--- src/rtl/pic_pkg.sv ---
// constants, types and helpers shared by the prioritised interrupt controller
`default_nettype none
package pic_pkg;
  localparam int AXI_AW = 8;
  localparam int PC_W = 12;
  localparam int STACK_DEPTH = 4;
  localparam int NUM_SRC = 8;
  localparam int SRC_W = 3;

  localparam logic [AXI_AW-1:0] OFS_CTRL0 = 8'h00;
  localparam logic [AXI_AW-1:0] OFS_CTRL1 = 8'h04;
  localparam logic [AXI_AW-1:0] OFS_CTRL2 = 8'h08;
  localparam logic [AXI_AW-1:0] OFS_MFI = 8'h0C;
  localparam logic [AXI_AW-1:0] OFS_STAT = 8'h10;

  localparam int C0_GLOBAL_EN = 0;
  localparam int C0_PIN_EN = 1;
  localparam int C0_MF_EN = 2;
  localparam int C0_TB0_EN = 3;
  localparam int C0_PIN_FLAG = 4;
  localparam int C0_MF_FLAG = 5;
  localparam int C0_TB0_FLAG = 6;
  localparam int C1_TB1_EN = 0;
  localparam int C1_CONV_EN = 1;
  localparam int C1_EEP_EN = 2;
  localparam int C1_SER_EN = 3;
  localparam int C1_TB1_FLAG = 4;
  localparam int C1_CONV_FLAG = 5;
  localparam int C1_EEP_FLAG = 6;
  localparam int C1_SER_FLAG = 7;
  localparam int C2_UART_EN = 0;
  localparam int C2_UART_FLAG = 4;
  // timer lanes: 0 compact p, 1 compact a, 2 periodic p, 3 periodic a
  localparam int MFI_EN_LSB = 0;
  localparam int MFI_FLAG_LSB = 4;

  localparam logic [7:0] C0_MASK = 8'h7F;
  localparam logic [7:0] C1_MASK = 8'hFF;
  localparam logic [7:0] C2_MASK = 8'h11;
  localparam logic [7:0] MFI_MASK = 8'hFF;
  localparam logic [7:0] RST_CTRL0 = 8'h00;
  localparam logic [7:0] RST_CTRL1 = 8'h00;
  localparam logic [7:0] RST_CTRL2 = 8'h00;
  localparam logic [7:0] RST_MFI = 8'h00;

  localparam int ST_FULL = 0;
  localparam int ST_EMPTY = 1;
  localparam int ST_SRC_LSB = 2;
  localparam int ST_SRC_VALID = 5;
  localparam int ST_LEVEL_LSB = 8;

  // index order is the priority order, 0 highest
  localparam logic [SRC_W-1:0] SRC_PIN = 3'h0;
  localparam logic [SRC_W-1:0] SRC_SER = 3'h1;
  localparam logic [SRC_W-1:0] SRC_EEP = 3'h2;
  localparam logic [SRC_W-1:0] SRC_CONV = 3'h3;
  localparam logic [SRC_W-1:0] SRC_MF = 3'h4;
  localparam logic [SRC_W-1:0] SRC_TB0 = 3'h5;
  localparam logic [SRC_W-1:0] SRC_TB1 = 3'h6;
  localparam logic [SRC_W-1:0] SRC_UART = 3'h7;

  localparam logic [PC_W-1:0] VEC_BASE = 12'h004;
  localparam logic [PC_W-1:0] VEC_STEP = 12'h004;

  localparam logic [1:0] RESP_OKAY = 2'h0;
  localparam logic [1:0] RESP_SLVERR = 2'h2;

  typedef enum logic [2:0] {SEL_CTRL0, SEL_CTRL1, SEL_CTRL2, SEL_MFI, SEL_STAT, SEL_NONE} pic_sel_type;

  function automatic pic_sel_type pic_decode(input logic [AXI_AW-1:0] addr);
    logic [AXI_AW-1:0] word;
    word = {addr[AXI_AW-1:2], 2'h0};
    case (word)
      OFS_CTRL0: pic_decode = SEL_CTRL0;
      OFS_CTRL1: pic_decode = SEL_CTRL1;
      OFS_CTRL2: pic_decode = SEL_CTRL2;
      OFS_MFI: pic_decode = SEL_MFI;
      OFS_STAT: pic_decode = SEL_STAT;
      default: pic_decode = SEL_NONE;
    endcase
  endfunction

  // one vector per vectored source; timers only reach the multi vector
  function automatic logic [PC_W-1:0] pic_vector(input logic [SRC_W-1:0] idx);
    logic [2*PC_W-1:0] prod;
    prod = VEC_STEP * {{(PC_W-SRC_W){1'b0}}, idx};
    pic_vector = VEC_BASE + prod[PC_W-1:0];
  endfunction
endpackage
`default_nettype wire

--- src/rtl/pic_core_if.sv ---
// bundle between the controller, its arbiter and its return stack
`timescale 1ns/10ps
`default_nettype none
interface pic_core_if #(parameter int PC_W = 12, parameter int DEPTH = 4, parameter int NUM_SRC = 8,
                        parameter int SRC_W = 3);
  logic [NUM_SRC-1:0] req;
  logic grant_valid;
  logic [SRC_W-1:0] grant_idx;
  logic push;
  logic pop;
  logic [PC_W-1:0] push_data;
  logic [PC_W-1:0] top_data;
  logic full;
  logic empty;
  logic [$clog2(DEPTH+1)-1:0] level;
  modport ctl (output req, input grant_valid, input grant_idx, output push, output pop, output push_data,
               input top_data, input full, input empty, input level);
  modport arb (input req, output grant_valid, output grant_idx);
  modport stk (input push, input pop, input push_data, output top_data, output full, output empty,
               output level);
endinterface
`default_nettype wire

--- src/rtl/pic_arbiter.sv ---
// fixed priority selection among enabled requests
`timescale 1ns/10ps
`default_nettype none
module pic_arbiter #(
  parameter int NUM_SRC = 8,
  parameter int SRC_W = 3
) (
  pic_core_if.arb core
);
  import pic_pkg::*;

  // purely combinational so the grant belongs to the cycle the requests are seen
  always_comb
  begin
    core.grant_valid = 1'b0;
    core.grant_idx = '0;
    for (int i = NUM_SRC - 1; i >= 0; i--)
    begin
      if (core.req[i])
      begin
        core.grant_valid = 1'b1;
        core.grant_idx = SRC_W'(i);
      end
    end
  end
endmodule
`default_nettype wire

--- src/rtl/pic_stack.sv ---
// return address stack for interrupt entry and return
`timescale 1ns/10ps
`default_nettype none
module pic_stack #(
  parameter int PC_W = 12,
  parameter int DEPTH = 4
) (
  input wire logic aclk,
  input wire logic aresetn,
  pic_core_if.stk core
);
  import pic_pkg::*;

  localparam int LW = $clog2(DEPTH+1);

  typedef struct packed {
    logic [DEPTH-1:0][PC_W-1:0] mem;
    logic [LW-1:0] sp;
  } pic_stack_type;

  pic_stack_type r;
  pic_stack_type n;
  logic [LW-1:0] top_idx;

  assign top_idx = (r.sp == '0) ? '0 : LW'(r.sp - LW'(1));
  assign core.top_data = r.mem[top_idx];
  assign core.full = (r.sp == LW'(DEPTH));
  assign core.empty = (r.sp == '0);
  assign core.level = r.sp;

  always_comb
  begin
    n = r;
    if (core.push && !core.full)
    begin
      n.mem[r.sp] = core.push_data;
      n.sp = LW'(r.sp + LW'(1));
    end
    else if (core.pop && !core.empty)
    begin
      n.sp = LW'(r.sp - LW'(1));
    end
  end

  always_ff @(posedge aclk)
  begin
    if (!aresetn)
      r <= '0;
    else
      r <= n;
  end
endmodule
`default_nettype wire

--- src/rtl/pic_top.sv ---
// interrupt controller top: register file, flag logic, entry and return sequencing
`timescale 1ns/10ps
`default_nettype none
module pic_top #(
  parameter int PC_W = pic_pkg::PC_W,
  parameter int STACK_DEPTH = pic_pkg::STACK_DEPTH
) (
  input wire logic aclk,
  input wire logic aresetn,
  input wire logic [pic_pkg::AXI_AW-1:0] s_axi_awaddr,
  input wire logic s_axi_awvalid,
  output logic s_axi_awready,
  input wire logic [31:0] s_axi_wdata,
  input wire logic [3:0] s_axi_wstrb,
  input wire logic s_axi_wvalid,
  output logic s_axi_wready,
  output logic [1:0] s_axi_bresp,
  output logic s_axi_bvalid,
  input wire logic s_axi_bready,
  input wire logic [pic_pkg::AXI_AW-1:0] s_axi_araddr,
  input wire logic s_axi_arvalid,
  output logic s_axi_arready,
  output logic [31:0] s_axi_rdata,
  output logic [1:0] s_axi_rresp,
  output logic s_axi_rvalid,
  input wire logic s_axi_rready,
  input wire logic ext_irq_pin,
  input wire logic ev_time_base_zero,
  input wire logic ev_time_base_one,
  input wire logic ev_serial_module,
  input wire logic ev_eeprom_write,
  input wire logic ev_conversion,
  input wire logic ev_uart,
  input wire logic [3:0] ev_timer_match,
  input wire logic cpu_ready,
  input wire logic [PC_W-1:0] cpu_pc_next,
  input wire logic cpu_return_from_interrupt,
  output logic pc_load,
  output logic [PC_W-1:0] pc_load_addr,
  output logic irq_taken,
  output logic [pic_pkg::SRC_W-1:0] irq_source,
  output logic wake_req
);
  import pic_pkg::*;

  typedef struct packed {
    logic [7:0] ctrl0;
    logic [7:0] ctrl1;
    logic [7:0] ctrl2;
    logic [7:0] multi_function_irq_control;
    logic pin_meta;
    logic pin_sync;
    logic pin_prev;
    logic aw_got;
    logic [AXI_AW-1:0] aw_addr;
    logic w_got;
    logic [7:0] wdata;
    logic wstrb0;
    logic bvalid;
    logic [1:0] bresp;
    logic rvalid;
    logic [31:0] rdata;
    logic [1:0] rresp;
    logic pc_load;
    logic [PC_W-1:0] pc_addr;
    logic taken;
    logic [SRC_W-1:0] last_src;
    logic src_valid;
    logic wake;
  } pic_state_type;

  localparam pic_state_type STATE_RST = '{
    ctrl0: RST_CTRL0,
    ctrl1: RST_CTRL1,
    ctrl2: RST_CTRL2,
    multi_function_irq_control: RST_MFI,
    default: '0
  };

  pic_state_type r;
  pic_state_type n;

  pic_core_if #(.PC_W(PC_W), .DEPTH(STACK_DEPTH), .NUM_SRC(NUM_SRC), .SRC_W(SRC_W)) core ();

  logic pin_edge;
  logic take;
  logic ret;
  logic global_en;

  // every flag bit of the four registers, in one vector, for wake detection
  function automatic logic [11:0] flag_bits(input logic [7:0] c0, input logic [7:0] c1,
                                            input logic [7:0] c2, input logic [7:0] mf);
    flag_bits = {c0[C0_TB0_FLAG:C0_PIN_FLAG], c1[C1_SER_FLAG:C1_TB1_FLAG], c2[C2_UART_FLAG],
                 mf[MFI_FLAG_LSB+3:MFI_FLAG_LSB]};
  endfunction

  pic_arbiter #(.NUM_SRC(NUM_SRC), .SRC_W(SRC_W)) u_arbiter (
    .core(core.arb)
  );

  pic_stack #(.PC_W(PC_W), .DEPTH(STACK_DEPTH)) u_stack (
    .aclk(aclk),
    .aresetn(aresetn),
    .core(core.stk)
  );

  // per-source enable gating; the arbiter only sees enabled requests
  always_comb
  begin
    core.req = '0;
    core.req[SRC_PIN] = r.ctrl0[C0_PIN_EN] & r.ctrl0[C0_PIN_FLAG];
    core.req[SRC_SER] = r.ctrl1[C1_SER_EN] & r.ctrl1[C1_SER_FLAG];
    core.req[SRC_EEP] = r.ctrl1[C1_EEP_EN] & r.ctrl1[C1_EEP_FLAG];
    core.req[SRC_CONV] = r.ctrl1[C1_CONV_EN] & r.ctrl1[C1_CONV_FLAG];
    core.req[SRC_MF] = r.ctrl0[C0_MF_EN] & r.ctrl0[C0_MF_FLAG];
    core.req[SRC_TB0] = r.ctrl0[C0_TB0_EN] & r.ctrl0[C0_TB0_FLAG];
    core.req[SRC_TB1] = r.ctrl1[C1_TB1_EN] & r.ctrl1[C1_TB1_FLAG];
    core.req[SRC_UART] = r.ctrl2[C2_UART_EN] & r.ctrl2[C2_UART_FLAG];
  end

  assign global_en = r.ctrl0[C0_GLOBAL_EN];
  // a return in the same cycle wins; the cpu is busy with it and cannot also enter
  assign take = global_en & cpu_ready & core.grant_valid & ~core.full & ~cpu_return_from_interrupt;
  assign ret = cpu_return_from_interrupt & ~core.empty;
  assign core.push = take;
  assign core.pop = ret;
  assign core.push_data = cpu_pc_next;
  assign pin_edge = r.pin_sync & ~r.pin_prev;

  assign s_axi_awready = ~r.aw_got & ~r.bvalid;
  assign s_axi_wready = ~r.w_got & ~r.bvalid;
  assign s_axi_arready = ~r.rvalid;
  assign s_axi_bvalid = r.bvalid;
  assign s_axi_bresp = r.bresp;
  assign s_axi_rvalid = r.rvalid;
  assign s_axi_rdata = r.rdata;
  assign s_axi_rresp = r.rresp;
  assign pc_load = r.pc_load;
  assign pc_load_addr = r.pc_addr;
  assign irq_taken = r.taken;
  assign irq_source = r.last_src;
  assign wake_req = r.wake;

  always_comb
  begin
    pic_sel_type wr_sel;
    pic_sel_type rd_sel;
    logic do_write;
    logic [7:0] c0;
    logic [7:0] c1;
    logic [7:0] c2;
    logic [7:0] mf;
    logic [31:0] rd;
    n = r;
    wr_sel = SEL_NONE;
    rd_sel = SEL_NONE;
    do_write = 1'b0;
    rd = '0;

    // pin synchroniser, edge taken after the second stage only
    n.pin_meta = ext_irq_pin;
    n.pin_sync = r.pin_meta;
    n.pin_prev = r.pin_sync;

    // write channel: address and data may arrive in either order
    if (s_axi_awvalid && s_axi_awready)
    begin
      n.aw_got = 1'b1;
      n.aw_addr = s_axi_awaddr;
    end
    if (s_axi_wvalid && s_axi_wready)
    begin
      n.w_got = 1'b1;
      n.wdata = s_axi_wdata[7:0];
      n.wstrb0 = s_axi_wstrb[0];
    end
    if (r.bvalid && s_axi_bready)
      n.bvalid = 1'b0;
    if (n.aw_got && n.w_got)
    begin
      do_write = 1'b1;
      wr_sel = pic_decode(n.aw_addr);
      n.aw_got = 1'b0;
      n.w_got = 1'b0;
      n.bvalid = 1'b1;
      n.bresp = (wr_sel == SEL_NONE) ? RESP_SLVERR : RESP_OKAY;
    end

    // read channel: data from registered state, unmapped reads zero with an error
    if (r.rvalid && s_axi_rready)
      n.rvalid = 1'b0;
    if (s_axi_arvalid && s_axi_arready)
    begin
      rd_sel = pic_decode(s_axi_araddr);
      case (rd_sel)
        SEL_CTRL0: rd[7:0] = r.ctrl0 & C0_MASK;
        SEL_CTRL1: rd[7:0] = r.ctrl1 & C1_MASK;
        SEL_CTRL2: rd[7:0] = r.ctrl2 & C2_MASK;
        SEL_MFI: rd[7:0] = r.multi_function_irq_control & MFI_MASK;
        SEL_STAT:
        begin
          rd[ST_FULL] = core.full;
          rd[ST_EMPTY] = core.empty;
          rd[ST_SRC_LSB +: SRC_W] = r.last_src;
          rd[ST_SRC_VALID] = r.src_valid;
          rd[ST_LEVEL_LSB +: $bits(core.level)] = core.level;
        end
        default: rd = '0;
      endcase
      n.rvalid = 1'b1;
      n.rdata = rd;
      n.rresp = (rd_sel == SEL_NONE) ? RESP_SLVERR : RESP_OKAY;
    end

    // flags: hardware clear, then software write, then hardware set, so a set is never lost
    c0 = r.ctrl0;
    c1 = r.ctrl1;
    c2 = r.ctrl2;
    mf = r.multi_function_irq_control;
    if (take)
    begin
      c0[C0_GLOBAL_EN] = 1'b0;
      case (core.grant_idx)
        SRC_PIN: c0[C0_PIN_FLAG] = 1'b0;
        SRC_SER: c1[C1_SER_FLAG] = 1'b0;
        SRC_EEP: c1[C1_EEP_FLAG] = 1'b0;
        SRC_CONV: c1[C1_CONV_FLAG] = 1'b0;
        SRC_MF: c0[C0_MF_FLAG] = 1'b0;
        SRC_TB0: c0[C0_TB0_FLAG] = 1'b0;
        SRC_TB1: c1[C1_TB1_FLAG] = 1'b0;
        SRC_UART: c2[C2_UART_FLAG] = 1'b0;
        default: c0 = c0;
      endcase
    end
    if (do_write && n.wstrb0)
    begin
      case (wr_sel)
        SEL_CTRL0: c0 = n.wdata & C0_MASK;
        SEL_CTRL1: c1 = n.wdata & C1_MASK;
        SEL_CTRL2: c2 = n.wdata & C2_MASK;
        SEL_MFI: mf = n.wdata & MFI_MASK;
        default: c0 = c0;
      endcase
    end
    // events set flags whatever the enables and the global state
    c0[C0_PIN_FLAG] = c0[C0_PIN_FLAG] | pin_edge;
    c0[C0_TB0_FLAG] = c0[C0_TB0_FLAG] | ev_time_base_zero;
    c1[C1_TB1_FLAG] = c1[C1_TB1_FLAG] | ev_time_base_one;
    c1[C1_SER_FLAG] = c1[C1_SER_FLAG] | ev_serial_module;
    c1[C1_EEP_FLAG] = c1[C1_EEP_FLAG] | ev_eeprom_write;
    c1[C1_CONV_FLAG] = c1[C1_CONV_FLAG] | ev_conversion;
    c2[C2_UART_FLAG] = c2[C2_UART_FLAG] | ev_uart;
    mf[MFI_FLAG_LSB +: 4] = mf[MFI_FLAG_LSB +: 4] | ev_timer_match;
    // only a timer match whose own enable is set raises the shared flag
    c0[C0_MF_FLAG] = c0[C0_MF_FLAG] | (|(ev_timer_match & r.multi_function_irq_control[MFI_EN_LSB +: 4]));
    n.ctrl0 = c0;
    n.ctrl1 = c1;
    n.ctrl2 = c2;
    n.multi_function_irq_control = mf;

    // wake on a flag rising; a flag already set before sleep causes no wake
    n.wake = |(flag_bits(c0, c1, c2, mf) & ~flag_bits(r.ctrl0, r.ctrl1, r.ctrl2, r.multi_function_irq_control));

    // program counter redirect, one cycle after the decision
    n.pc_load = take | ret;
    n.taken = take;
    if (take)
    begin
      n.pc_addr = pic_vector(core.grant_idx);
      n.last_src = core.grant_idx;
      n.src_valid = 1'b1;
    end
    else if (ret)
      n.pc_addr = core.top_data;
  end

  always_ff @(posedge aclk)
  begin
    if (!aresetn)
      r <= STATE_RST;
    else
      r <= n;
  end
endmodule
`default_nettype wire

--- config.mk ---
export PLATFORM = sky130hd
export DESIGN_NAME = pic_top
export DESIGN_NICKNAME = d
export VERILOG_FILES = /design/src/rtl/pic_pkg.sv /design/src/rtl/pic_core_if.sv /design/src/rtl/pic_arbiter.sv /design/src/rtl/pic_stack.sv /design/src/rtl/pic_top.sv
export SDC_FILE = /design/constraint.sdc
export NUM_CORES = 1
export LEC_CHECK = 0
export ABC_AREA = 1
export ABC_CLOCK_PERIOD_IN_PS = 2700
export BUFFER_PORTS_ARGS = -buffer_cell sky130_fd_sc_hd__buf_2
export CORE_MARGIN = 3
export CORE_UTILIZATION = 49
export DETAILED_ROUTE_END_ITERATION = 8
export MAX_ROUTING_LAYER = met4
export PLACE_DENSITY = 0.73
export SYNTH_ARGS = -nofsm -noshare
export SYNTH_HDL_FRONTEND = slang
export SYNTH_SLANG_ARGS = --single-unit
--- constraint.sdc ---
create_clock -name aclk -period 2.7 [get_ports aclk]
set_clock_uncertainty 0.05 [all_clocks]
set_input_delay 0.27 -clock aclk [delete_from_list [all_inputs] [get_ports aclk]]
set_output_delay 0.27 -clock aclk [all_outputs]
set_load 0.03 [all_outputs]
==> reports/qor.yml <==
dr.pass1.iters: 6
synthFlopType: "dfxtp_1"
dp_hpwl_mm: 11.2
power.switching_uw: 2470
syn-instance-count: 883
synth_adder_area_share_pct: 2.56
post-route-util_pct: 59.3
dp_cells: 1090
dieWidth_um: 120
stdcell_count: 1123
track_usage_pct: 23.8
cp-end-kind: "flip-flop"
synth_compound_area_share_pct: 19.6
num_vias: 5773
cts_inserted_buffers: 17
critPathMaxFanout: 35
rsz0062_at_grt: "no"
min_period_over_period_pct: 89.5
ys_warn_count: 0
yosysTopAreaCellShare_pct: 41.0
internal_power_uw: 4370
synth_cell_types: 42
clk_pin_slew_ns: 0.06
cap_violations: 0
ir_worst_vdd_uv: 560
port_buffers: 88
wl_per_cell_um: 14.4
drive_gt1_share_pct: 18.3
synthMuxAreaShare_pct: 0
min_period_ns: 2.42
max-slew-margin-rel_pct: 57.6
drt_iter0_drc: 525
required_ns: 2.94
core_sq_um: 12400
route.detailed.drc: 0
rr_worst_depth: 10
clock.fmax_ghz: 0.414
die_h_um: 120
syn_avg_cell_area_sq_um: 7.19
clock_sinks: 130
hold_path_class: "primary input to flip-flop"
seqPwrFrac_pct: 31.6
initial_utilization_pct: 51.4
holdPathStages: 4
grt_pass1_wl_mm: 26.4
yosysMostFrequentCell: "nand2_1"
holdWs_ns: 0.0560
ys_async_sr_fraction_pct: 0
p_comb_share_pct: 32.0
worst_pin_slew_ns: 0.636
finalHoldViolCount: 0
synthSimpleGateAreaFrac_pct: 22.0
design.die.area_sq_um: 14400
grt_max_degree: 47
wl_mm: 16.2
tns_ns: 0
ys_top_cells_by_area: "dfxtp_1 (41%), nand2_1 (9.7%), a21oi_1 (9.0%)"
cp.arrival_ns: 2.66
syn_area_sq_um: 6350
maxSlewViolCount: 0
fin_nets: 1039
clockBufferDepth: 2
synthXorXnorAreaFrac_pct: 0
ys_seq_elements: 130
synth_edf_count: 0
routed_via_density: 5.14
synth_top_family_by_area: "simple AND/OR/NAND/NOR gates"
first_global_vias: 5287
power_per_cell_area_nw_per_um2: 933
clockPowerShare_pct: 36.4
ant_nets: 0
setup_viol: 0
leakage_uw: 0.00328
ys_top_cells_by_count: "nand2_1 (164), dfxtp_1 (130), a21oi_1 (114)"
switching_share_pct: 36.1
cp-start-kind: "flip-flop"
place_congestion: 0.990
clock_latency_ns: 0.42
synth_top_area_cell: "dfxtp_1"
overflow: 0
critical_path_class: "flip-flop to flip-flop"
root_buffer: "clkbuf_16"
antenna_found_initial: 0
status: "finished, final reports clean"
num_io_pins: 143
seq_area_frac_synth_pct: 41.0
cts_tree: "done"
post_cts_buffers: 0
cts_htree_levels: 4
rows: 40
syn_to_final_growth_pct: 15.4
num_antenna_cells: 0
## power by group through the flow
stage / clock [uW] / combinational, uW / sequential [uW]
after floorplan: 0 / 1620 / 2200
after global placement: 0 / 2130 / 2200
after detailed placement: 0 / 2150 / 2200
after CTS: 2520 / 2170 / 2160
after global routing: 2610 / 2450 / 2180
final: 2490 / 2190 / 2160
## worst max-delay path, cell delays in order, from the launching register on
cell     delay (ns)
dfxtp_1        0.40
inv_1          0.10
ha_1           0.23
ha_1           0.22
nor3_1         0.28
nand2_2        0.10
inv_2          0.08
buf_6          0.26
nand2_1        0.33
nand2_1        0.16
a21oi_1        0.07
## stage by stage
step	worst slack, ns	cell area (sq um)	total power, uW
after global routing	0.0482	7330	7240
after global placement	0.231	6670	4320
after floorplan	0.105	6430	3820
final	0.285	7330	6840
after detailed placement	0.169	6670	4340
after CTS	0.139	7320	6850
## cell type report
type                    instances  area (sq um)
clock buffers                  18           429
well taps                     168           210
multi-input cells             581          2900
fillers                      1202          5030
inverters                     106           398
clock inverters                14           213
repair buffers                106           582
flip-flops and latches        130          2600
## flip-flops by register name, summed over array words and instances, names as in the netlist, 2 cells and up
register / count
pc_load_addr: 12
s_axi_rdata: 11
n: 2
u_stack.core.level: 3
r: 43
u_stack.r: 48
irq_source: 3
## per-layer routing
layer	GRT usage (%)	share of wire, %	up-vias
met2	33.3	43	220
met1	33.5	47	2600
li1	-	-	2920
met3	5.14	7.7	33
met4	9.52	2.1	0
met5	-	0	-
## worst paths after layout
check | slack (ns) | endpoint | startpoint
worst max-delay path | 0.28 | u_stack.r[13] | u_stack.core.level[1]
worst min-delay path | 0.06 | s_axi_bvalid | s_axi_bready
worst max register to register | 0.28 | u_stack.r[13] | u_stack.core.level[1]
worst min register to register | 0.36 | n[76] | n[77]
## cell families (layout without fill, tap and decap cells)
family / count (synthesis) / after routing
flip-flops: 130 / 130
AO/OA/AOI/OAI: 234 / 234
buffers and inverters: 194 / 244
other: 1 / 23
AND/OR/NAND/NOR: 311 / 311
adder cells (fa/ha/maj): 13 / 13
## cell usage in the layout, fill, tap and decap left out, types with 5 or more instances in the layout
master / instances
nand2_1: 163
dfxtp_1: 130
a21oi_1: 114
inv_1: 99
o21ai_0: 90
buf_2: 88
nor2_1: 54
nand3_1: 52
conb_1: 23
clkbuf_16: 17
buf_4: 16
ha_1: 13
nand2_2: 11
nand4_1: 8
inv_2: 7
nor2_4: 5
or2_2: 5
o22ai_1: 5
a31oi_1: 5
bufinv_16: 5
## repair_timing
| action | 4_1_cts | 5_1_grt |
|---|---|---|
| hold buffers | 1 | 0 |
| gates resized for setup | 0 | 3 |
| setup endpoints to repair | 0 | 33 |
| endpoints found under the hold margin | 1 | 0 |
Note: power is estimated with default switching activity, not from simulation.
